**src/mifeb_regs.vh**
```
// register indices, field layouts, reset values and masks of the interrupt flag bank
// Function
// [RULE_01] pin1 edge code at bits 3..2
// [RULE_02] pin0 edge code at bits 1..0
// [RULE_03] bit 0 of control 0 gates everything; the bank gates only the request with it, wake_o and the vector are not gated
// [RULE_04] control 0 flags 6..4, enables 3..1
// [RULE_05] flag 1 means pending; enable 1 allows
// [RULE_06] control 1 holds group1/group0/low-voltage/serial bits
// [RULE_07] control 2 holds comp1/timebases/group2 bits
// [RULE_08] control 3 holds groups 5..3, bits 7,3 absent
// [RULE_09] unimplemented bits always read zero
// [RULE_10] six group registers with their member sources
// [RULE_11] each timer has P and A match sources
// [RULE_12] external requests only from the two pins
// [RULE_13] disabled pending flag stays, never jumps
// [RULE_14] service entry clears global enable, flags still set
// [RULE_15] any set flag wakes from sleep/idle; the bank wakes only on flags in controls 0 to 3, not on a disabled member flag
// [RULE_16] full stack holds off acknowledge
// [RULE_17] enabled member flag raises its group flag
// [RULE_18] software writes flags; hardware set wins
`ifndef MIFEB_REGS_VH
`define MIFEB_REGS_VH

// register indices on the cpu data-memory port
`define MIFEB_IDX_EDGE 4'h0
`define MIFEB_IDX_CTL0 4'h1
`define MIFEB_IDX_CTL1 4'h2
`define MIFEB_IDX_CTL2 4'h3
`define MIFEB_IDX_CTL3 4'h4
`define MIFEB_IDX_GRP0 4'h5
`define MIFEB_IDX_GRP1 4'h6
`define MIFEB_IDX_GRP2 4'h7
`define MIFEB_IDX_GRP3 4'h8
`define MIFEB_IDX_GRP4 4'h9
`define MIFEB_IDX_GRP5 4'ha

// implemented-bit masks
`define MIFEB_MASK_EDGE 8'h0f
`define MIFEB_MASK_CTL0 8'h7f
`define MIFEB_MASK_CTL1 8'hff
`define MIFEB_MASK_CTL2 8'hff
`define MIFEB_MASK_CTL3 8'h77
`define MIFEB_MASK_GRP_2 8'h33
`define MIFEB_MASK_GRP_3 8'h77

`define MIFEB_RESET_VAL 8'h00

// field positions
`define MIFEB_GLOBAL_EN_BIT 0
`define MIFEB_PIN0_SEL_LSB 0
`define MIFEB_PIN1_SEL_LSB 2
`define MIFEB_EDGE_RISE_BIT 0
`define MIFEB_EDGE_FALL_BIT 1

// number of vectored sources seen by the priority picker
`define MIFEB_NUM_VEC 14

`endif

```
**src/mifeb_pin_edge.v**
```verilog
// external pin synchroniser and edge detector with selectable edge type
`timescale 1ns/10ps
`include "mifeb_regs.vh"

module mifeb_pin_edge (
  input wire clock_i,
  input wire rst_b_i,
  input wire pin_i,
  input wire [1:0] edge_sel_i,
  output reg edge_o
);

  reg sync1;
  reg sync2;
  reg sync3;
  reg level;
  wire change;

  // a change counts only once the second and third stages agree
  assign change = (sync2 == sync3) && (sync2 != level);

  // level starts low, so a pin already high at reset reports one rising edge
  always @(posedge clock_i or negedge rst_b_i) begin
    if (!rst_b_i) begin
      sync1 <= 1'b0;
      sync2 <= 1'b0;
      sync3 <= 1'b0;
      level <= 1'b0;
      edge_o <= 1'b0;
    end else begin
      sync1 <= pin_i;
      sync2 <= sync1;
      sync3 <= sync2;
      if (change) begin
        level <= sync2;
      end
      // code 00 gives no edge at all, 11 gives both
      edge_o <= change & ((sync2 & edge_sel_i[`MIFEB_EDGE_RISE_BIT]) | // [RULE_01] [RULE_02]
                          (~sync2 & edge_sel_i[`MIFEB_EDGE_FALL_BIT]));
    end
  end

endmodule

```
**src/mifeb_irq_bank.v**
```verilog
// interrupt flag and enable bank: registers, group flags, priority and wake-up
`timescale 1ns/10ps
`include "mifeb_regs.vh"

module mifeb_irq_bank (
  input wire clock_i,
  input wire rst_b_i,
  // external pins, asynchronous
  input wire pin0_i,
  input wire pin1_i,
  // single-cycle events from on-chip peripherals
  input wire line_comp0_evt_i,
  input wire line_comp1_evt_i,
  input wire low_voltage_evt_i,
  input wire serial_if_evt_i,
  input wire timebase0_evt_i,
  input wire timebase1_evt_i,
  input wire conversion_done_evt_i,
  input wire nvm_write_evt_i,
  input wire uart0_evt_i,
  input wire uart1_evt_i,
  input wire [1:0] std_timer_p_evt_i,
  input wire [1:0] std_timer_a_evt_i,
  input wire [2:0] per_timer_p_evt_i,
  input wire [2:0] per_timer_a_evt_i,
  // cpu register port
  input wire [3:0] reg_addr_i,
  input wire reg_wr_i,
  input wire reg_rd_i,
  input wire [7:0] reg_wdata_i,
  output reg [7:0] reg_rdata_o,
  // cpu service handshake
  input wire service_ack_i,
  input wire stack_full_i,
  output reg irq_request_o,
  output reg [3:0] irq_vector_o,
  output reg wake_o
);

  reg [7:0] edge_sel;
  reg [7:0] ctl0;
  reg [7:0] ctl1;
  reg [7:0] ctl2;
  reg [7:0] ctl3;
  reg [7:0] grp0;
  reg [7:0] grp1;
  reg [7:0] grp2;
  reg [7:0] grp3;
  reg [7:0] grp4;
  reg [7:0] grp5;
  reg [7:0] next_rdata;
  wire pin0_evt;
  wire pin1_evt;
  wire [5:0] grp_set;
  wire [`MIFEB_NUM_VEC-1:0] pending;
  wire any_pending;
  wire any_flag;
  wire [7:0] ctl0_hw;
  wire [7:0] ctl1_hw;
  wire [7:0] ctl2_hw;
  wire [7:0] ctl3_hw;
  wire [7:0] grp0_hw;
  wire [7:0] grp1_hw;
  wire [7:0] grp2_hw;
  wire [7:0] grp3_hw;
  wire [7:0] grp4_hw;
  wire [7:0] grp5_hw;
  wire [2:0] ctl0_live;
  wire [3:0] ctl1_live;
  wire [3:0] ctl2_live;
  wire [2:0] ctl3_live;
  reg [7:0] next_edge_sel;
  reg [7:0] next_ctl0;
  reg [7:0] next_ctl1;
  reg [7:0] next_ctl2;
  reg [7:0] next_ctl3;
  reg [7:0] next_grp0;
  reg [7:0] next_grp1;
  reg [7:0] next_grp2;
  reg [7:0] next_grp3;
  reg [7:0] next_grp4;
  reg [7:0] next_grp5;

  // new register value: write replaces, hardware set ored on top, absent bits forced low
  function [7:0] upd;
    input [7:0] old;
    input wr;
    input [7:0] wdata;
    input [7:0] set;
    input [7:0] mask;
    begin
      upd = ((wr ? wdata : old) | set) & mask; // [RULE_18] [RULE_09]
    end
  endfunction

  // flags in the high nibble gated by enables in the low nibble
  function [3:0] live;
    input [7:0] r;
    begin
      live = r[7:4] & r[3:0]; // [RULE_05] [RULE_13]
    end
  endfunction

  // lowest set bit wins; index 0 is the highest priority
  function [3:0] pick;
    input [`MIFEB_NUM_VEC-1:0] req;
    integer i;
    begin
      pick = 4'h0;
      for (i = `MIFEB_NUM_VEC - 1; i >= 0; i = i - 1) begin
        if (req[i]) begin
          pick = i[3:0];
        end
      end
    end
  endfunction

  // write strobe aimed at one register index
  function hit;
    input wr;
    input [3:0] addr;
    input [3:0] idx;
    begin
      hit = wr && (addr == idx);
    end
  endfunction

  // only these two instances may raise the external-pin flags
  mifeb_pin_edge u_pin0 (
    .clock_i(clock_i),
    .rst_b_i(rst_b_i),
    .pin_i(pin0_i),
    .edge_sel_i(edge_sel[`MIFEB_PIN0_SEL_LSB+1:`MIFEB_PIN0_SEL_LSB]),
    .edge_o(pin0_evt)
  ); // [RULE_12] [RULE_02]

  mifeb_pin_edge u_pin1 (
    .clock_i(clock_i),
    .rst_b_i(rst_b_i),
    .pin_i(pin1_i),
    .edge_sel_i(edge_sel[`MIFEB_PIN1_SEL_LSB+1:`MIFEB_PIN1_SEL_LSB]),
    .edge_o(pin1_evt)
  ); // [RULE_12] [RULE_01]

  // group flag rises while any enabled member is pending; a clear re-sets it then
  assign grp_set[0] = |live(grp0); // [RULE_17]
  assign grp_set[1] = |live(grp1); // [RULE_17]
  assign grp_set[2] = |live(grp2); // [RULE_17]
  assign grp_set[3] = |live(grp3); // [RULE_17]
  assign grp_set[4] = |live(grp4); // [RULE_17]
  assign grp_set[5] = |live(grp5); // [RULE_17]

  // enabled pending sources per control register; control 3 bit 3 is a hole, so only three
  assign ctl0_live = ctl0[6:4] & ctl0[3:1]; // [RULE_04]
  assign ctl1_live = live(ctl1); // [RULE_06]
  assign ctl2_live = live(ctl2); // [RULE_07]
  assign ctl3_live = ctl3[6:4] & ctl3[2:0]; // [RULE_08]

  // vectored sources in priority order
  assign pending = {
    ctl3_live,                  // 13..11: groups 5, 4, 3
    ctl2_live,                  // 10..7: comp1, timebase1, timebase0, group2
    ctl1_live,                  // 6..3: group1, group0, low voltage, serial
    ctl0_live                   // 2..0: pin1, pin0, comp0
  }; // [RULE_13]

  assign any_pending = |pending;
  assign any_flag = (|ctl0[6:4]) | (|ctl1[7:4]) | (|ctl2[7:4]) | (|ctl3[6:4]);

  // register file; hardware sets are applied every cycle so they beat a software clear
  always @(posedge clock_i or negedge rst_b_i) begin
    if (!rst_b_i) begin
      edge_sel <= `MIFEB_RESET_VAL;
      ctl0 <= `MIFEB_RESET_VAL;
      ctl1 <= `MIFEB_RESET_VAL;
      ctl2 <= `MIFEB_RESET_VAL;
      ctl3 <= `MIFEB_RESET_VAL;
      grp0 <= `MIFEB_RESET_VAL;
      grp1 <= `MIFEB_RESET_VAL;
      grp2 <= `MIFEB_RESET_VAL;
      grp3 <= `MIFEB_RESET_VAL;
      grp4 <= `MIFEB_RESET_VAL;
      grp5 <= `MIFEB_RESET_VAL;
    end else begin
      edge_sel <= next_edge_sel;
      ctl0 <= next_ctl0;
      ctl1 <= next_ctl1;
      ctl2 <= next_ctl2;
      ctl3 <= next_ctl3;
      grp0 <= next_grp0;
      grp1 <= next_grp1;
      grp2 <= next_grp2;
      grp3 <= next_grp3;
      grp4 <= next_grp4;
      grp5 <= next_grp5;
    end
  end

  // hardware set patterns, flags in the high nibble; group members: adc and nvm, then the
  // timers' a-match above p-match, uarts on bit 6
  assign ctl0_hw = {1'b0, pin1_evt, pin0_evt, line_comp0_evt_i, 4'h0}; // [RULE_04]
  assign ctl1_hw = {grp_set[1], grp_set[0], low_voltage_evt_i, serial_if_evt_i,
                    4'h0}; // [RULE_06]
  assign ctl2_hw = {line_comp1_evt_i, timebase1_evt_i, timebase0_evt_i, grp_set[2],
                    4'h0}; // [RULE_07]
  assign ctl3_hw = {1'b0, grp_set[5], grp_set[4], grp_set[3], 4'h0}; // [RULE_08]
  assign grp0_hw = {2'b00, nvm_write_evt_i, conversion_done_evt_i, 4'h0}; // [RULE_10]
  assign grp1_hw = {2'b00, per_timer_a_evt_i[0], per_timer_p_evt_i[0],
                    4'h0}; // [RULE_10] [RULE_11]
  assign grp2_hw = {2'b00, std_timer_a_evt_i[0], std_timer_p_evt_i[0],
                    4'h0}; // [RULE_10] [RULE_11]
  assign grp3_hw = {1'b0, uart0_evt_i, std_timer_a_evt_i[1], std_timer_p_evt_i[1],
                    4'h0}; // [RULE_10] [RULE_11]
  assign grp4_hw = {1'b0, uart1_evt_i, per_timer_a_evt_i[1], per_timer_p_evt_i[1],
                    4'h0}; // [RULE_10] [RULE_11]
  assign grp5_hw = {2'b00, per_timer_a_evt_i[2], per_timer_p_evt_i[2],
                    4'h0}; // [RULE_10] [RULE_11]

  // next register values: write replaces, hardware set ored on top so it beats a clear
  always @* begin
    next_edge_sel = upd(edge_sel, hit(reg_wr_i, reg_addr_i, `MIFEB_IDX_EDGE),
                        reg_wdata_i, 8'h00, `MIFEB_MASK_EDGE); // [RULE_09]
    next_ctl0 = upd(ctl0, hit(reg_wr_i, reg_addr_i, `MIFEB_IDX_CTL0),
                    reg_wdata_i, ctl0_hw, `MIFEB_MASK_CTL0); // [RULE_04]
    next_ctl1 = upd(ctl1, hit(reg_wr_i, reg_addr_i, `MIFEB_IDX_CTL1),
                    reg_wdata_i, ctl1_hw, `MIFEB_MASK_CTL1); // [RULE_06]
    next_ctl2 = upd(ctl2, hit(reg_wr_i, reg_addr_i, `MIFEB_IDX_CTL2),
                    reg_wdata_i, ctl2_hw, `MIFEB_MASK_CTL2); // [RULE_07]
    next_ctl3 = upd(ctl3, hit(reg_wr_i, reg_addr_i, `MIFEB_IDX_CTL3),
                    reg_wdata_i, ctl3_hw, `MIFEB_MASK_CTL3); // [RULE_08]
    next_grp0 = upd(grp0, hit(reg_wr_i, reg_addr_i, `MIFEB_IDX_GRP0),
                    reg_wdata_i, grp0_hw, `MIFEB_MASK_GRP_2); // [RULE_10]
    next_grp1 = upd(grp1, hit(reg_wr_i, reg_addr_i, `MIFEB_IDX_GRP1),
                    reg_wdata_i, grp1_hw, `MIFEB_MASK_GRP_2); // [RULE_10] [RULE_11]
    next_grp2 = upd(grp2, hit(reg_wr_i, reg_addr_i, `MIFEB_IDX_GRP2),
                    reg_wdata_i, grp2_hw, `MIFEB_MASK_GRP_2); // [RULE_10] [RULE_11]
    next_grp3 = upd(grp3, hit(reg_wr_i, reg_addr_i, `MIFEB_IDX_GRP3),
                    reg_wdata_i, grp3_hw, `MIFEB_MASK_GRP_3); // [RULE_10] [RULE_11]
    next_grp4 = upd(grp4, hit(reg_wr_i, reg_addr_i, `MIFEB_IDX_GRP4),
                    reg_wdata_i, grp4_hw, `MIFEB_MASK_GRP_3); // [RULE_10] [RULE_11]
    next_grp5 = upd(grp5, hit(reg_wr_i, reg_addr_i, `MIFEB_IDX_GRP5),
                    reg_wdata_i, grp5_hw, `MIFEB_MASK_GRP_2); // [RULE_10] [RULE_11]
    // entering service drops the global enable even against a write of one
    if (service_ack_i) begin
      next_ctl0[`MIFEB_GLOBAL_EN_BIT] = 1'b0; // [RULE_14]
    end
  end

  // read mux; unmapped indices answer zero
  always @* begin
    case (reg_addr_i)
      `MIFEB_IDX_EDGE: next_rdata = edge_sel;
      `MIFEB_IDX_CTL0: next_rdata = ctl0;
      `MIFEB_IDX_CTL1: next_rdata = ctl1;
      `MIFEB_IDX_CTL2: next_rdata = ctl2;
      `MIFEB_IDX_CTL3: next_rdata = ctl3;
      `MIFEB_IDX_GRP0: next_rdata = grp0;
      `MIFEB_IDX_GRP1: next_rdata = grp1;
      `MIFEB_IDX_GRP2: next_rdata = grp2;
      `MIFEB_IDX_GRP3: next_rdata = grp3;
      `MIFEB_IDX_GRP4: next_rdata = grp4;
      `MIFEB_IDX_GRP5: next_rdata = grp5;
      default: next_rdata = 8'h00; // [RULE_09]
    endcase
  end

  // read data is captured on the read strobe and held until the next read
  always @(posedge clock_i or negedge rst_b_i) begin
    if (!rst_b_i) begin
      reg_rdata_o <= 8'h00;
    end else if (reg_rd_i) begin
      reg_rdata_o <= next_rdata;
    end
  end

  // global enable and free stack space both needed before asking the core; the ack cycle
  // itself is masked because the cleared enable only shows one edge later
  always @(posedge clock_i or negedge rst_b_i) begin
    if (!rst_b_i) begin
      irq_request_o <= 1'b0;
    end else begin
      irq_request_o <= any_pending & ctl0[`MIFEB_GLOBAL_EN_BIT] & ~stack_full_i
                       & ~service_ack_i; // [RULE_03] [RULE_13] [RULE_16] [RULE_14]
    end
  end

  // vector is registered, so it trails the flags by one cycle like the request
  always @(posedge clock_i or negedge rst_b_i) begin
    if (!rst_b_i) begin
      irq_vector_o <= 4'h0;
    end else begin
      irq_vector_o <= pick(pending);
    end
  end

  // wake ignores control-register enables: any flag in controls 0 to 3 ends sleep or idle
  always @(posedge clock_i or negedge rst_b_i) begin
    if (!rst_b_i) begin
      wake_o <= 1'b0;
    end else begin
      wake_o <= any_flag; // [RULE_15]
    end
  end

endmodule

```
**config.mk**
```make
export PLATFORM = sky130hd
export DESIGN_NAME = mifeb_irq_bank
export DESIGN_NICKNAME = d
export VERILOG_FILES = /design/src/mifeb_pin_edge.v /design/src/mifeb_irq_bank.v
export VERILOG_INCLUDE_DIRS = /design/src /design/src/src
export SDC_FILE = /design/constraint.sdc
export NUM_CORES = 1
export LEC_CHECK = 0
export BUFFER_PORTS_ARGS = -buffer_cell sky130_fd_sc_hd__buf_2
export CAP_MARGIN = 20
export CORE_MARGIN = 2
export CORE_UTILIZATION = 62
export DETAILED_ROUTE_END_ITERATION = 7
export GPL_ROUTABILITY_DRIVEN = 0
export MAX_ROUTING_LAYER = met4
export PLACE_DENSITY = 0.84
export SYNTH_ARGS = -nofsm -noshare
export SYNTH_HDL_FRONTEND = slang
export SYNTH_SLANG_ARGS = --single-unit
```
**constraint.sdc**
```tcl
create_clock -name clock_i -period 2.55 [get_ports clock_i]
set_input_delay 0.1275 -clock clock_i [delete_from_list [all_inputs] [get_ports clock_i]]
set_output_delay 0.1275 -clock clock_i [all_outputs]
set_load 0.01 [all_outputs]
```
== Yosys cells after proc, flatten, opt, wreduce, memory -nomap -nowiden ==
Index checks and enable logic that the tools add are counted.

* Register bits after elaboration: 85
* Input port bits: 40
* Output and inout bits: 14
* Word-level logic and storage cells: 128

* Eq/ne operators: 14
* Mux-type cells: 26
* Bitwise logic cells: 38
* Reduce and logical (&&, ||, !) cells: 25

{| class="wikitable"
|+ Operators by type and width
! operator !! count
|-
| case mux 8 bit (11 select lines) || 1
|-
| two-way mux 4 bit || 14
|-
| OR reduction 4 bit || 8
|-
| two-way mux 7 bit || 4
|-
| OR 7 bit || 4
|-
| two-way mux 6 bit || 4
|-
| OR 6 bit || 4
|-
| == test 4 x 3 -> 1 bit, second input constant || 4
|-
| two-way mux 8 bit || 2
|-
| OR 8 bit || 2
|-
| OR reduction 14 bit || 1
|-
| logical AND 1 bit || 13
|-
| bitwise AND 3 bit || 4
|-
| == test 4 bit, second input constant || 3
|-
| bitwise AND 1 bit || 9
|-
| bitwise AND 2 bit || 4
|-
| bitwise AND 4 bit || 2
|-
| == test 4 x 2 -> 1 bit, second input constant || 2
|-
| OR reduction 3 bit || 2
|-
| OR 1 bit || 5
|-
| == test 4 x 1 -> 1 bit, second input constant || 1
|-
| zero test 4 bit || 1
|-
| inverter 1 bit || 4
|-
| == test 1 bit || 2
|-
| 2 further kinds || 3
|}

== Depth between registers and ports, before layout ==
Gate-level depths: netlist of the first run.

* Word-level depth: 15
* Depth in mapped cells: 7
* Mapped depth without buffers: 5

== By module ==
Synthesis of the first run repeated with hierarchy kept, for this count alone.

* Cell total of the unflattened synthesis: 356
* Area, all modules: 4162.7 sq um

{| class="wikitable"
|+ By module, submodules not included
! module !! instances !! cells an instance !! area an instance (sq um) !! seq. area each (sq um)
|-
| mifeb_irq_bank || 1 || 338 || 3839.9 || 1876.8
|-
| mifeb_pin_edge || 2 || 9 || 161.4 || 125.1
|}

== Worst setup path before layout of the first run ==
Ideal clock, no wire load.

* Kind: register -> register
* Start point: register ctl2[6]
* End point: register irq_vector_o[0]
* Library setup time: 135 ps
* Arrival time: 1189 ps
* Required time: 2415 ps
* Path slack: 1226 ps
* Stages on the path, launching flop included: 6
* Path buffers: 0
* Clock period less this slack: 1324 ps
* Cells stage by stage: dfrtp_1 -> a22o_1 -> a31oi_1 -> o211ai_1 -> a222oi_1 -> a211oi_1

* Cells in the longest elaborated chain, start to end: 11

{| class="wikitable"
|+ RTL lines
! what !! RTL line !! source
|-
| from (decl) || mifeb_irq_bank.v:43 || <nowiki>reg [7:0] ctl2;</nowiki>
|-
| from (signal assigned) || mifeb_irq_bank.v:176 || <nowiki>ctl2 <= `MIFEB_RESET_VAL;</nowiki>
|-
| from (signal assigned) || mifeb_irq_bank.v:188 || <nowiki>ctl2 <= next_ctl2;</nowiki>
|-
| bitwise AND 4 bit || mifeb_irq_bank.v:100 || <nowiki>live = r[7:4] & r[3:0];</nowiki>
|-
| two-way mux 4 bit (10 in a row) || mifeb_irq_bank.v:111 || <nowiki>if (req[i]) begin</nowiki>
|-
| to (signal assigned) || mifeb_irq_bank.v:292 || <nowiki>irq_vector_o <= pick(pending);</nowiki>
|-
| to (decl) || mifeb_irq_bank.v:36 || <nowiki>output reg [3:0] irq_vector_o,</nowiki>
|}

No other way between the ends.
A chain may end at the register's enable or synchronous reset.

== Worst setup path after layout of the first run ==
* Start point: register ctl3[4]
* End point: register irq_request_o

* Cells in the longest elaborated chain, start to end: 5

{| class="wikitable"
|+ RTL lines
! what !! RTL line !! source
|-
| from (decl) || mifeb_irq_bank.v:44 || <nowiki>reg [7:0] ctl3;</nowiki>
|-
| from (signal assigned) || mifeb_irq_bank.v:177 || <nowiki>ctl3 <= `MIFEB_RESET_VAL;</nowiki>
|-
| from (signal assigned) || mifeb_irq_bank.v:189 || <nowiki>ctl3 <= next_ctl3;</nowiki>
|-
| bitwise AND 3 bit || mifeb_irq_bank.v:157 || <nowiki>assign ctl3_live = ctl3[6:4] & ctl3[2:0];</nowiki>
|-
| OR reduction 14 bit || mifeb_irq_bank.v:167 || <nowiki>assign any_pending = |pending;</nowiki>
|-
| bitwise AND 1 bit (3 in a row) || mifeb_irq_bank.v:282 || <nowiki>irq_request_o <= any_pending & ctl0[`MIFEB_GLOBAL_EN_BIT] & ~stack_full_i</nowiki>
|-
| to (signal assigned) || mifeb_irq_bank.v:282 ||
|-
| to (decl) || mifeb_irq_bank.v:35 || <nowiki>output reg irq_request_o,</nowiki>
|}

No other way between the ends.

==> results, run 1 <==
- The number of clock sinks seen by CTS is between 80 and 90.
- The smallest hold slack is 8.45 ps.
- STA classifies the critical path startpoint as a register.
- Along the worst hold path, the cell count comes to 3.
- The critical hold path startpoint is reg_wdata_i[7].
- The number of vias in the routed layout is approximately 3400.
- The primary flip-flop cell chosen by synthesis mapping is sky130_fd_sc_hd__dfrtp_1.
- Entering global routing, the biggest net connects 86 pins.
- For hold timing, the worst endpoint is ctl1[7].
- In the final routed layout, each cell accounts on average for around 20 um.
- Dividing the detail-routed via count by the number of cells gives 6.55.
- Setup violations remaining at the end of the flow were counted as 0.
- The HPWL after detailed placement is 7140 um.
- At the placement stage, the worst setup path has a slack of 687 ps.
- The startpoint identified for the worst register-to-register timing path is ctl3[4].
- Measured against its own limit, the worst slew margin works out to 0.627.
- The run finished with clean final reports.
- The number of clock buffers inserted by TritonCTS is 9.
- Measured along the y axis, the die boundary spans around 86 um.
- Sorting the synthesized cells by area gives the leading types as sky130_fd_sc_hd__dfrtp_1 (51%), sky130_fd_sc_hd__mux2_2 (9.5%), sky130_fd_sc_hd__a211o_1 (4.7%).
- For the worst setup path, the data required time is 2810 ps.
- The total I/O pin count is 54.
- After synthesis the netlist holds a flip-flop and latch count of 85.
- The clock arrives with ~8.4 ps of skew.
- During synthesis, Yosys emitted a total of 0 warnings.
- The count of buffers added by post-CTS timing repair for setup is 0.
- For this run, the register share of the synthesized area comes to 0.514.
- For the worst setup path, the data arrival time is roughly 2200 ps.
- The post-route fraction of the period consumed by the critical path is 0.747.
- Timing would allow up to between 500 and 600 MHz.
- The clock latency at the later pin of the worst-skew pair is 370 ps.
- The biggest area contributor in the post-synthesis netlist is sky130_fd_sc_hd__dfrtp_1.
- The global-route usage over all layers is 0.312.
- The number of global-route vias before repair is about 3400.
- In this run the register-to-register setup slack is roughly 640 ps.
- The worst setup path is captured at a register.
- The row count is 29.
- Counting flops with a built-in enable in the synthesized netlist gives 0.
- For this run, the detailed router's first-pass iteration total came to 5.
- Setup repair after global routing left no endpoint under its margin.
- The number of nets produced by synthesis is 403.
- The number of cells produced by synthesis is 363.
- Power spread over the standard cell area amounts to 679 nW/um^2.
- Counting flops with an async set or reset pin after synthesis yields a share of 1.00.
- Adding up every negative setup slack in the final design gives 0 ps.
- The number of cells upsized or downsized after cts is 0.
- The final-report hold violation count was 0.
- After floorplanning, the core was sized to cover ~6400 sq um.
- The area share of the largest cell type after synthesis is 0.514.
- The tool flagged a number of max-cap violations equal to 0.
- The TritonCTS clock tree is built.
- The number of different library cells in the post-synthesis netlist is 50.
- The first global-routing pass estimated about 17000 um of wire.
- The die covers 7350 sq um.
- The initial utilization of the core area, before any placement, comes to 0.648.
- The number of filler cells placed in the layout is 446.
- The tree is rooted in a sky130_fd_sc_hd__clkbuf_8.
- The post-synthesis average cell area is 11.4 sq um.
- The number of antenna diodes is 0.
- The post-cts hold buffer count is 27.
- The slew at the pin closest to its max-slew limit is approximately 560 ps.
- The critical setup path kind is reg -> reg.
- The final wirelength is approximately 11000 um.
- In this run the horizontal extent of the chip is 85.7 um.
- The maximum fanout encountered on the critical timing path is 5.
- The post-synthesis instance area is 4140 sq um.
- The type of the most critical hold path is in -> reg.
- Counting along the longest clock path gives a buffer depth of 2.
- The number of cells on the worst reg-to-reg path is 6.
- The leftover overflow at the end of global routing is 0.
- The count of final max-slew check failures is 0.
- The post-route minimum period is 1910 ps.
- The residual DRC count is 0.
- The endpoint of the worst-slack reg-to-reg timing path is irq_request_o.
- In the final layout, the share of cells above drive strength 1 is 0.268.
- The final layout net count is 479.
- The post-route antenna net violation count is 0.
- The worst setup slack after layout is 645 ps.
- VDD sags by at most 0.386 mV.
- In this run the number of H-tree levels came out at 3.
- The initial antenna violation count is 0.
- The number of design-rule violations left by the first detailed-router iteration is 420.
- The area growth from synthesis to layout is 19.1%.
- The count of input and output buffers is 53.
- The analysis attributes to cell leakage a power of 2.03 nW.
- After clock tree synthesis, the clock-pin slew on the worst setup and hold paths is 90 ps.
==> critical path: stages (launching register included) <==
cell	delay [ps]
sky130_fd_sc_hd__dfrtp_1	470
sky130_fd_sc_hd__a22oi_1	260
sky130_fd_sc_hd__nor2b_1	200
sky130_fd_sc_hd__nand3_1	140
sky130_fd_sc_hd__nor2_1	130
sky130_fd_sc_hd__nor4b_1	50
sky130_fd_sc_hd__dlygate4sd3_1	540
==> state kept, by name (all words and copies together) (netlist names), 4 cells and up <==
signal        flops
irq_vector_o      4
reg_rdata_o       8
grp5              4
ctl2              8
ctl0              7
ctl1              8
ctl3              6
grp4              6
grp2              4
grp0              4
edge_sel          4
grp3              6
grp1              4
==> cells in the final DEF (no fill, tap or decap), types with 3 or more instances in the layout <==
master / Yosys / final
sky130_fd_sc_hd__dfrtp_1: 85 / 85
sky130_fd_sc_hd__buf_2: 10 / 52
sky130_fd_sc_hd__mux2_2: 35 / 35
sky130_fd_sc_hd__nor2b_1: 30 / 30
sky130_fd_sc_hd__dlygate4sd3_1: 0 / 27
sky130_fd_sc_hd__nand2_1: 22 / 22
sky130_fd_sc_hd__a211o_1: 22 / 22
sky130_fd_sc_hd__nand3_1: 13 / 13
sky130_fd_sc_hd__a22oi_1: 10 / 10
sky130_fd_sc_hd__mux2i_1: 10 / 10
sky130_fd_sc_hd__inv_1: 10 / 10
sky130_fd_sc_hd__nor2_1: 10 / 10
sky130_fd_sc_hd__clkbuf_8: 0 / 9
sky130_fd_sc_hd__o21ai_0: 8 / 8
sky130_fd_sc_hd__a21oi_1: 6 / 6
sky130_fd_sc_hd__o211ai_1: 6 / 6
sky130_fd_sc_hd__a22o_1: 5 / 5
sky130_fd_sc_hd__a31oi_1: 5 / 5
sky130_fd_sc_hd__nor2_2: 5 / 5
sky130_fd_sc_hd__a221oi_1: 5 / 5
sky130_fd_sc_hd__o22ai_1: 5 / 5
sky130_fd_sc_hd__nand2b_1: 4 / 4
sky130_fd_sc_hd__a32oi_1: 4 / 4
sky130_fd_sc_hd__nor4_1: 4 / 4
sky130_fd_sc_hd__nor3b_1: 4 / 4
sky130_fd_sc_hd__a222oi_1: 3 / 3
sky130_fd_sc_hd__inv_6: 0 / 3
sky130_fd_sc_hd__buf_4: 3 / 3
==> cells in the mapped netlist, types with 3 or more instances <==
library cell               instances
sky130_fd_sc_hd__nor2_2            5
sky130_fd_sc_hd__a211o_1          22
sky130_fd_sc_hd__inv_1            10
sky130_fd_sc_hd__nor2_1           10
sky130_fd_sc_hd__nand2_1          22
sky130_fd_sc_hd__buf_2            10
sky130_fd_sc_hd__a32oi_1           4
sky130_fd_sc_hd__buf_4             3
sky130_fd_sc_hd__nand3_1          13
sky130_fd_sc_hd__mux2_2           35
sky130_fd_sc_hd__o21ai_0           8
sky130_fd_sc_hd__nor4_1            4
sky130_fd_sc_hd__a31oi_1           5
sky130_fd_sc_hd__nor3b_1           4
sky130_fd_sc_hd__a222oi_1          3
sky130_fd_sc_hd__a22oi_1          10
sky130_fd_sc_hd__a221oi_1          5
sky130_fd_sc_hd__a21oi_1           6
sky130_fd_sc_hd__o22ai_1           5
sky130_fd_sc_hd__nand2b_1          4
sky130_fd_sc_hd__mux2i_1          10
sky130_fd_sc_hd__o211ai_1          6
sky130_fd_sc_hd__a22o_1            5
sky130_fd_sc_hd__clkbuf_1          4
sky130_fd_sc_hd__dfrtp_1          85
sky130_fd_sc_hd__nor2b_1          30
==> report_power, final <==
group / internal, mW / switching (mW) / total (mW)
registers: 1.53 / 0.185 / 1.72
clock network: 0.464 / 0.515 / 0.979
logic: 0.339 / 0.311 / 0.651
==> cells by family (layout without fill, tap and decap cells) <==
family,count (synthesis),after routing,synth area share
AND/OR/NAND/NOR,111,111,0.156
AO/OA/AOI/OAI,91,91,0.170
flip-flops,85,85,0.514
multiplexers,46,46,0.125
buffers and inverters,28,109,0.0311
adder cells (fa/ha/maj),2,2,0.00484
==> worst max-delay path by stage <==
stage | slack (ps) | end | cells past startpoint | start
after floorplan | 1230 | irq_vector_o[0] | 5 | ctl2[6]
after global placement | 740 | ctl1[2] | 5 | reg_addr_i[1]
after detailed placement | 690 | ctl1[2] | 5 | reg_addr_i[1]
after CTS | 670 | irq_request_o | 6 | ctl3[4]
after global routing | 520 | irq_request_o | 6 | ctl3[4]
final | 640 | irq_request_o | 6 | ctl3[4]
==> stage by stage <==
step                area, sq um  power, mW  instances  utilization
global route               4930       3.48        521        0.772
floorplan                  4140       2.10        363            -
global placement           4430       2.31        477        0.693
finish                     4930       3.35        521        0.772
detailed placement         4430       2.34        477        0.693
CTS                        4900       3.34        520        0.767
==> routing by layer <==
layer / share of wire / up-vias / global-route usage
met5: 0 / - / -
met4: 0.021 / 0 / 0.111
met3: 0.088 / 25 / 0.0520
met2: 0.48 / 199 / 0.487
met1: 0.41 / 1665 / 0.418
li1: - / 1522 / -
==> layout make-up <==
cell class              instances  area, sq um  area share
clock buffers                   9          124      0.0251
clock inverters                 7         80.1      0.0162
inverters                      10         37.5     0.00762
multi-input cells             250         1880       0.382
flip-flops and latches         85         2130       0.432
well taps                      77         96.3      0.0195
repair buffers                 83          581       0.118
No activity file was read; power rests on OpenSTA's default activity.
==> run 2: changes to the inputs <==
--- a/config.mk
+++ b/config.mk
@@ -9,11 +9,11 @@
 export BUFFER_PORTS_ARGS = -buffer_cell sky130_fd_sc_hd__buf_2
 export CAP_MARGIN = 20
 export CORE_MARGIN = 2
-export CORE_UTILIZATION = 62
+export CORE_UTILIZATION = 52
 export DETAILED_ROUTE_END_ITERATION = 7
 export GPL_ROUTABILITY_DRIVEN = 0
 export MAX_ROUTING_LAYER = met4
-export PLACE_DENSITY = 0.84
+export PLACE_DENSITY = 0.75
 export SYNTH_ARGS = -nofsm -noshare
 export SYNTH_HDL_FRONTEND = slang
 export SYNTH_SLANG_ARGS = --single-unit
==> constraint.sdc (replaced) <==
create_clock -name clock_i -period 1.5 [get_ports clock_i]
set_input_delay 0.075 -clock clock_i [delete_from_list [all_inputs] [get_ports clock_i]]
set_output_delay 0.075 -clock clock_i [all_outputs]
set_load 0.01 [all_outputs]
==> run 2 against run 1 <==
Compared with the run above:
- maximum frequency is 28% higher
- sequential share of layout area down 2.0 points
- power rose by 70%
- first-iteration DRC count grew 52%
- via count is 6.1% higher
- clock power grew 63%
- count of clock-buffer cells in the layout increased by 1
==> results, run 2 (same netlist as run 1, synthesis figures left out) <==
- The level count of the clock H-tree is 3.
- For this run, the total global-route usage over all layers was measured as 0.286.
- The count of input and output buffers is 53.
- The count of final max-slew check failures is 0.
- Detailed routing inserted a total of 3618 vias.
- The final layout net count is about 500.
- The signal on the critical path passes through a22o_1 > a31oi_1 > o211ai_1 > a222oi_1 > a211oi_1.
- Summing internal, switching and leakage power gives 5.70 mW.
- The row count is 32.
- In the routed design, unresolved DRC markers number 0.
- The number of design-rule violations left by the first detailed-router iteration is between 600 and 700.
- TritonCTS built the clock tree.
- Dividing the final minimum period by the clock period gives 0.994.
- The horizontal die dimension is around 93 um.
- After filler insertion, the fill cell instance count of the layout stands at 598.
- In this run, CTS created clock tree buffers numbering 9.
- The number of global-route vias before repair came to 3359.
- The total I/O pin count is 54.
- The post-route antenna net violation count is 0.
- VDD sags by at most just over 0.5 mV.
- The floorplan step defined a die boundary enclosing 8690 sq um.
- The smallest hold slack is 75.8 ps.
- The worst register-to-register path has a setup slack of 9 ps.
- The final setup violation count is 0.
- The critical setup path kind is reg -> reg.
- On the final layout, the worst clock skew is approximately 7.3 ps.
- The worst-case headroom to the max-slew limit is 0.686.
- Timing would allow up to approximately 670 MHz.
- The largest incremental delay on the critical path is approximately 430 ps.
- The tightest min-delay check is of the in -> reg type.
- The slew at the pin closest to its max-slew limit is 470 ps.
- The core region is 7730 sq um.
- Summed over all layers, the routed wires come to 11500 um.
- The effective utilization at floorplan is 0.536.
- The detailed-placement wirelength estimate is 8080 um.
- The final-report hold violation count is 0.
- The post-route minimum period is around 1500 ps.
- The clock passes through at most 2 buffers.
- The fraction of layout instances using a drive strength above 1 is 0.305.
- The maximum fanout encountered on the critical timing path is 5.
- Measured on the finished design, the core utilization comes to 0.669.
- The die is 93.2 um tall.
- The nature of the critical path endpoint is a register.
- The mean number of vias per cell is 6.37.
- The number of antenna diodes is 0.
- The required time of the critical path is 1740 ps.
- At the later pin of the worst-skew pair, clock insertion delay measures 360 ps.
- The initial antenna violation count came to 0.
- The cell sitting at the root of the clock tree is a sky130_fd_sc_hd__clkbuf_8.
- Setup repair after global routing could not meet its margin everywhere.
- From synthesis to final layout, the design area changed by 25.0%.
- The pin count of the biggest net entering global routing is 36.
- The first detailed-routing pass took 6 iterations.
- Among all stages on the critical path, the largest delay is contributed by sky130_fd_sc_hd__dfrtp_1.
- The power density over the cells is roughly 1100 nW/um^2.
- The wire length of the first global-routing pass is 18300 um.
- After clock tree synthesis, the clock-pin slew on the worst setup and hold paths is 80 ps.
- The leftover overflow at the end of global routing is 0.
- The analysis attributes to cell leakage a power of 2.15 nW.
- In the layout the commonest cells are sky130_fd_sc_hd__dfrtp_1 (85), sky130_fd_sc_hd__buf_2 (52), sky130_fd_sc_hd__mux2_2 (35).
- The final setup TNS is 0 ps.
- The commonest non-fill, non-tap cell in the layout is sky130_fd_sc_hd__dfrtp_1.
- The max capacitance violation total is 0.
- The largest registers in the layout are ctl1 x8, ctl2 x8, reg_rdata_o x8.
- For the worst setup path, the data arrival time is 1730 ps.
- The worst setup path is launched from a register.
- The flow ran to the end, and the final reports show no timing, DRC or antenna violations.
- The average wire length per cell after detail routing is 20.2 um.
- The number of clock sinks seen by CTS is 85.
-- run 2: final cells by class --
class	instances	area, sq um	share of cell area
Inverter	10	37.5	0.00726
Multi-Input combinational cell	250	1890	0.365
Timing Repair Buffer	107	803	0.155
Sequential cell	85	2130	0.411
Tap cell	102	128	0.0247
Clock inverter	4	50.0	0.00968
Clock buffer	10	138	0.0266
-- run 2: worst paths after layout --
check / from / end / cells past startpoint
worst min register to register: u_pin1.sync1 / u_pin1.sync2 / 0
worst max-delay path: ctl2[2] / irq_vector_o[0] / 5
worst max register to register: ctl2[2] / irq_vector_o[0] / 5
max in group asynchronous: rst_b_i / u_pin0.sync2 / 3
min in group asynchronous: rst_b_i / irq_vector_o[0] / 2
worst min-delay path: reg_wdata_i[6] / ctl2[6] / 2
-- run 2: timing repair --
item                                   4_1_cts  5_1_grt
pin swaps                                    3        4
endpoints found under the hold margin       61        0
setup endpoints to repair                    1        5
hold buffers                                27        0
buffers inserted                             1        0
resized for setup                            0        1
-- run 2: critical path: cells and delay by family (launching register included) --
family / cells / cell delay (ps)
compound gates: 5 / 930
flops: 1 / 430
-- run 2: where the power goes --
part	switching (mW)	internal (mW)	total, mW
logic	0.560	0.618	1.18
clock network	0.806	0.793	1.60
registers	0.322	2.60	2.93
-- run 2: routing by layer --
| layer | global-route usage | wire [um] | up-vias |
|---|---|---|---|
| met1 | 0.399 | 4940 | 1735 |
| met4 | 0.123 | 517 | 0 |
| li1 | - | - | 1565 |
| met2 | 0.419 | 5000 | 258 |
| met5 | - | 0 | - |
| met3 | 0.0475 | 996 | 60 |
-- run 2: stage by stage --
step	setup WS, ps	area (sq um)	cells
detailed placement	6.53	4700	526
floorplan	176	4140	363
global placement	25.7	4700	526
finish	8.64	5170	568
global route	-55.1	5170	568
CTS	-15.2	5170	568
==> run 3: changes to the inputs <==
--- a/config.mk
+++ b/config.mk
@@ -9,11 +9,11 @@
 export BUFFER_PORTS_ARGS = -buffer_cell sky130_fd_sc_hd__buf_2
 export CAP_MARGIN = 20
 export CORE_MARGIN = 2
-export CORE_UTILIZATION = 52
+export CORE_UTILIZATION = 58
 export DETAILED_ROUTE_END_ITERATION = 7
 export GPL_ROUTABILITY_DRIVEN = 0
 export MAX_ROUTING_LAYER = met4
-export PLACE_DENSITY = 0.75
+export PLACE_DENSITY = 0.79
 export SYNTH_ARGS = -nofsm -noshare
 export SYNTH_HDL_FRONTEND = slang
 export SYNTH_SLANG_ARGS = --single-unit
==> constraint.sdc (replaced) <==
create_clock -name clock_i -period 1.57 [get_ports clock_i]
set_input_delay 0.0785 -clock clock_i [delete_from_list [all_inputs] [get_ports clock_i]]
set_output_delay 0.0785 -clock clock_i [all_outputs]
set_load 0.01 [all_outputs]
==> run 3 against run 2 <==
Compared with the run above:
- non-clock buffer count is 7 lower
- first-iteration DRC count is 44% lower
- sequential power shrank 5%
- combinational power is 8% lower
- critical path depth did not move
- setup slack better by 82 ps
- worst hold slack got worse by 29 ps
- clock skew is 7.5 ps higher
- core utilization increased by 7.9 points
- critical path type unchanged
- critical endpoint unchanged
- highest routed layer unchanged
==> results, run 3 (same netlist as run 1, synthesis figures left out) <==
- The run finished with clean final reports.
- 54 I/O pins were placed.
- The signal on the critical path passes through a22o_1 > a31oi_1 > o211ai_1 > a222oi_1 > a211oi_1.
- In the final design database the tool counted 496 nets.
- The number of cells in the design after placement is 514.
- The first global-routing pass estimated 17700 um of wire.
- The initial antenna violation count was 0.
- At the worst endpoint, the required time is 1820 ps.
- By startpoint and endpoint, the worst setup path is classified as reg -> reg.
- The number of design-rule violations left by the first detailed-router iteration is 360.
- The pin count of the biggest net entering global routing is 50.
- The count of input and output buffers is 53.
- For flop-to-flop paths, the worst setup slack is 90 ps.
- The final-report hold violation count is 0.
- The worst setup path is captured at a register.
- STA classifies the critical path startpoint as a register.
- The startpoint of the worst-slack reg-to-reg timing path is ctl3[4].
- The maximum fanout encountered on the critical timing path is 5.
- The average wire length per cell after detail routing is ~20 um.
- The kind of cell with the highest combined delay along the critical path is compound AO/OA/AOI/OAI gates.
- The area of the core is just under 7000 sq um.
- The worst-case headroom to the max-slew limit is 0.727.
- Derived from the worst setup path, the maximum achievable clock frequency is 676 MHz.
- Counting both buffers and inverters, the worst setup path holds a total of 0.
- The count of final max-slew check failures was 0.
- In the routed layout, each cell is associated on average with a via count of 6.26.
- The number of global-route vias before repair is ~3400.
- The launching instance or port of the critical path is ctl3[4].
- The post-cts hold buffer count is 27.
- The number of cells upsized or downsized after cts is 0.
- The worst clock skew on the final layout is 14.8 ps.
- Power spread over the standard cell area amounts to 1100 nW/um^2.
- The number of antenna diodes is 0.
- The clock latency at the later pin of the worst-skew pair is 370 ps.
- The longest clock path from root to sink contains 2 buffers.
- In this run the number of H-tree levels came out at 3.
- The global-route usage over all layers is 0.315.
- The total die area is 7830 sq um.
- Setup violations remaining at the end of the flow were counted as 0.
- The post-route fraction of the period consumed by the critical path is 0.942.
- In this run the number of cells on the critical path is 5.
- The max capacitance violation total is 0.
- Counting every sink on the clock net gives 85.
- The leftover overflow at the end of global routing is 0.
- The number of cells on the worst reg-to-reg path is 5.
- Setup repair after global routing left no endpoint under its margin.
- The clock slew seen by the registers of the worst setup and hold paths is 90 ps.
- The largest registers in the layout are ctl1 x8, ctl2 x8, reg_rdata_o x8.
- On the worst path, the slowest cell contributes a delay of 480 ps.
- The TritonCTS clock tree is built.
- The row count is 30.
- The number of detailed-routing iterations run before antenna repair is 6.
- The count of cells in the finished layout, fillers not included, comes to 557.
- The residual DRC count is 0.
- VDD sags by at most 0.666 mV.
- The arrival time reported for the critical path endpoint is 1720 ps.
- Summing over every cut layer, the via total after detailed routing is 3488.
- The post-route antenna net violation count is 0.
- The effective utilization at floorplan is 0.606.
- The routed design has roughly 11000 um of wire.
- For the final routed database, the setup TNS stands at 0 ps.
- The post-route minimum period is 1480 ps.
- The area growth from synthesis to layout is 23.6%.
- The fraction of layout instances using a drive strength above 1 is 0.295.
- The count of buffers added by post-CTS timing repair for setup is 0.
- The commonest non-fill, non-tap cell in the layout is sky130_fd_sc_hd__dfrtp_1.
- From bottom edge to top edge, the die measures around 88 um.
- From left edge to right edge, the die measures between 80 and 90 um.
- Clock tree synthesis selected as its root buffer the cell sky130_fd_sc_hd__clkbuf_8.
- The endpoint of the worst-slack reg-to-reg timing path is irq_vector_o[0].
- The end of the critical path is irq_vector_o[0].
- Detailed placement ended at an HPWL of 7760 um.
- At the pin with the least slew margin, the transition time is 408 ps.
- The number of clock buffers inserted by TritonCTS is 9.
- The type of the most critical hold path is in -> async.
- For this design, the slowest cell found on the critical path is sky130_fd_sc_hd__dfrtp_1.
- Summed over all cells, the static leakage comes to 2.12 nW.
- The overall power consumption is between 5 and 6 mW.
- In the layout the commonest cells are sky130_fd_sc_hd__dfrtp_1 (85), sky130_fd_sc_hd__buf_2 (52), sky130_fd_sc_hd__mux2_2 (35).
[run 3: metal layers]
layer | track usage | up-vias | routed length, um
met4 | 0.112 | 0 | 233
met1 | 0.417 | 1734 | 4740
met2 | 0.489 | 179 | 5400
li1 | - | 1549 | -
met5 | - | - | 0
met3 | 0.0625 | 26 | 793
[run 3: report_power, final]
part	internal, mW	switching [mW]
Combinational	0.576	0.514
Sequential	2.49	0.302
Clock	0.903	0.825
Total	3.97	1.64
[run 3: worst reg2reg max path: cells and delay by family, from the launching register on]
family,cells,cell delay [ps]
DFF,1,480
AOI/OAI and AO/OA,5,870
[run 3: how the worst min path moves through the flow]
| stage | start | to | cells past startpoint |
|---|---|---|---|
| floorplan | rst_b_i | ctl0[0] | 0 |
| global placement | rst_b_i | irq_vector_o[0] | 1 |
| detailed placement | rst_b_i | irq_vector_o[1] | 1 |
| CTS | rst_b_i | irq_vector_o[0] | 2 |
| global route | rst_b_i | irq_vector_o[0] | 2 |
| finish | rst_b_i | irq_vector_o[0] | 2 |
[run 3: cell type report]
| type | count | area [sq um] |
|---|---|---|
| flip-flops and latches | 85 | 2130 |
| multi-input cells | 250 | 1880 |
| fillers | 489 | 1720 |
| repair buffers | 100 | 726 |
| clock buffers | 9 | 124 |
| well taps | 96 | 120 |
| clock inverters | 7 | 97.6 |
| inverters | 10 | 37.5 |
[run 3: per-stage QoR]
step	hold WS (ps)	utilization	instance area [sq um]	setup slack, ps
floorplan	-217	-	4140	246
global placement	-107	0.677	4620	91.5
detailed placement	-107	0.677	4620	14.6
CTS	53.6	0.749	5110	109
global route	50.0	0.749	5110	33.9
finish	46.4	0.749	5110	90.4
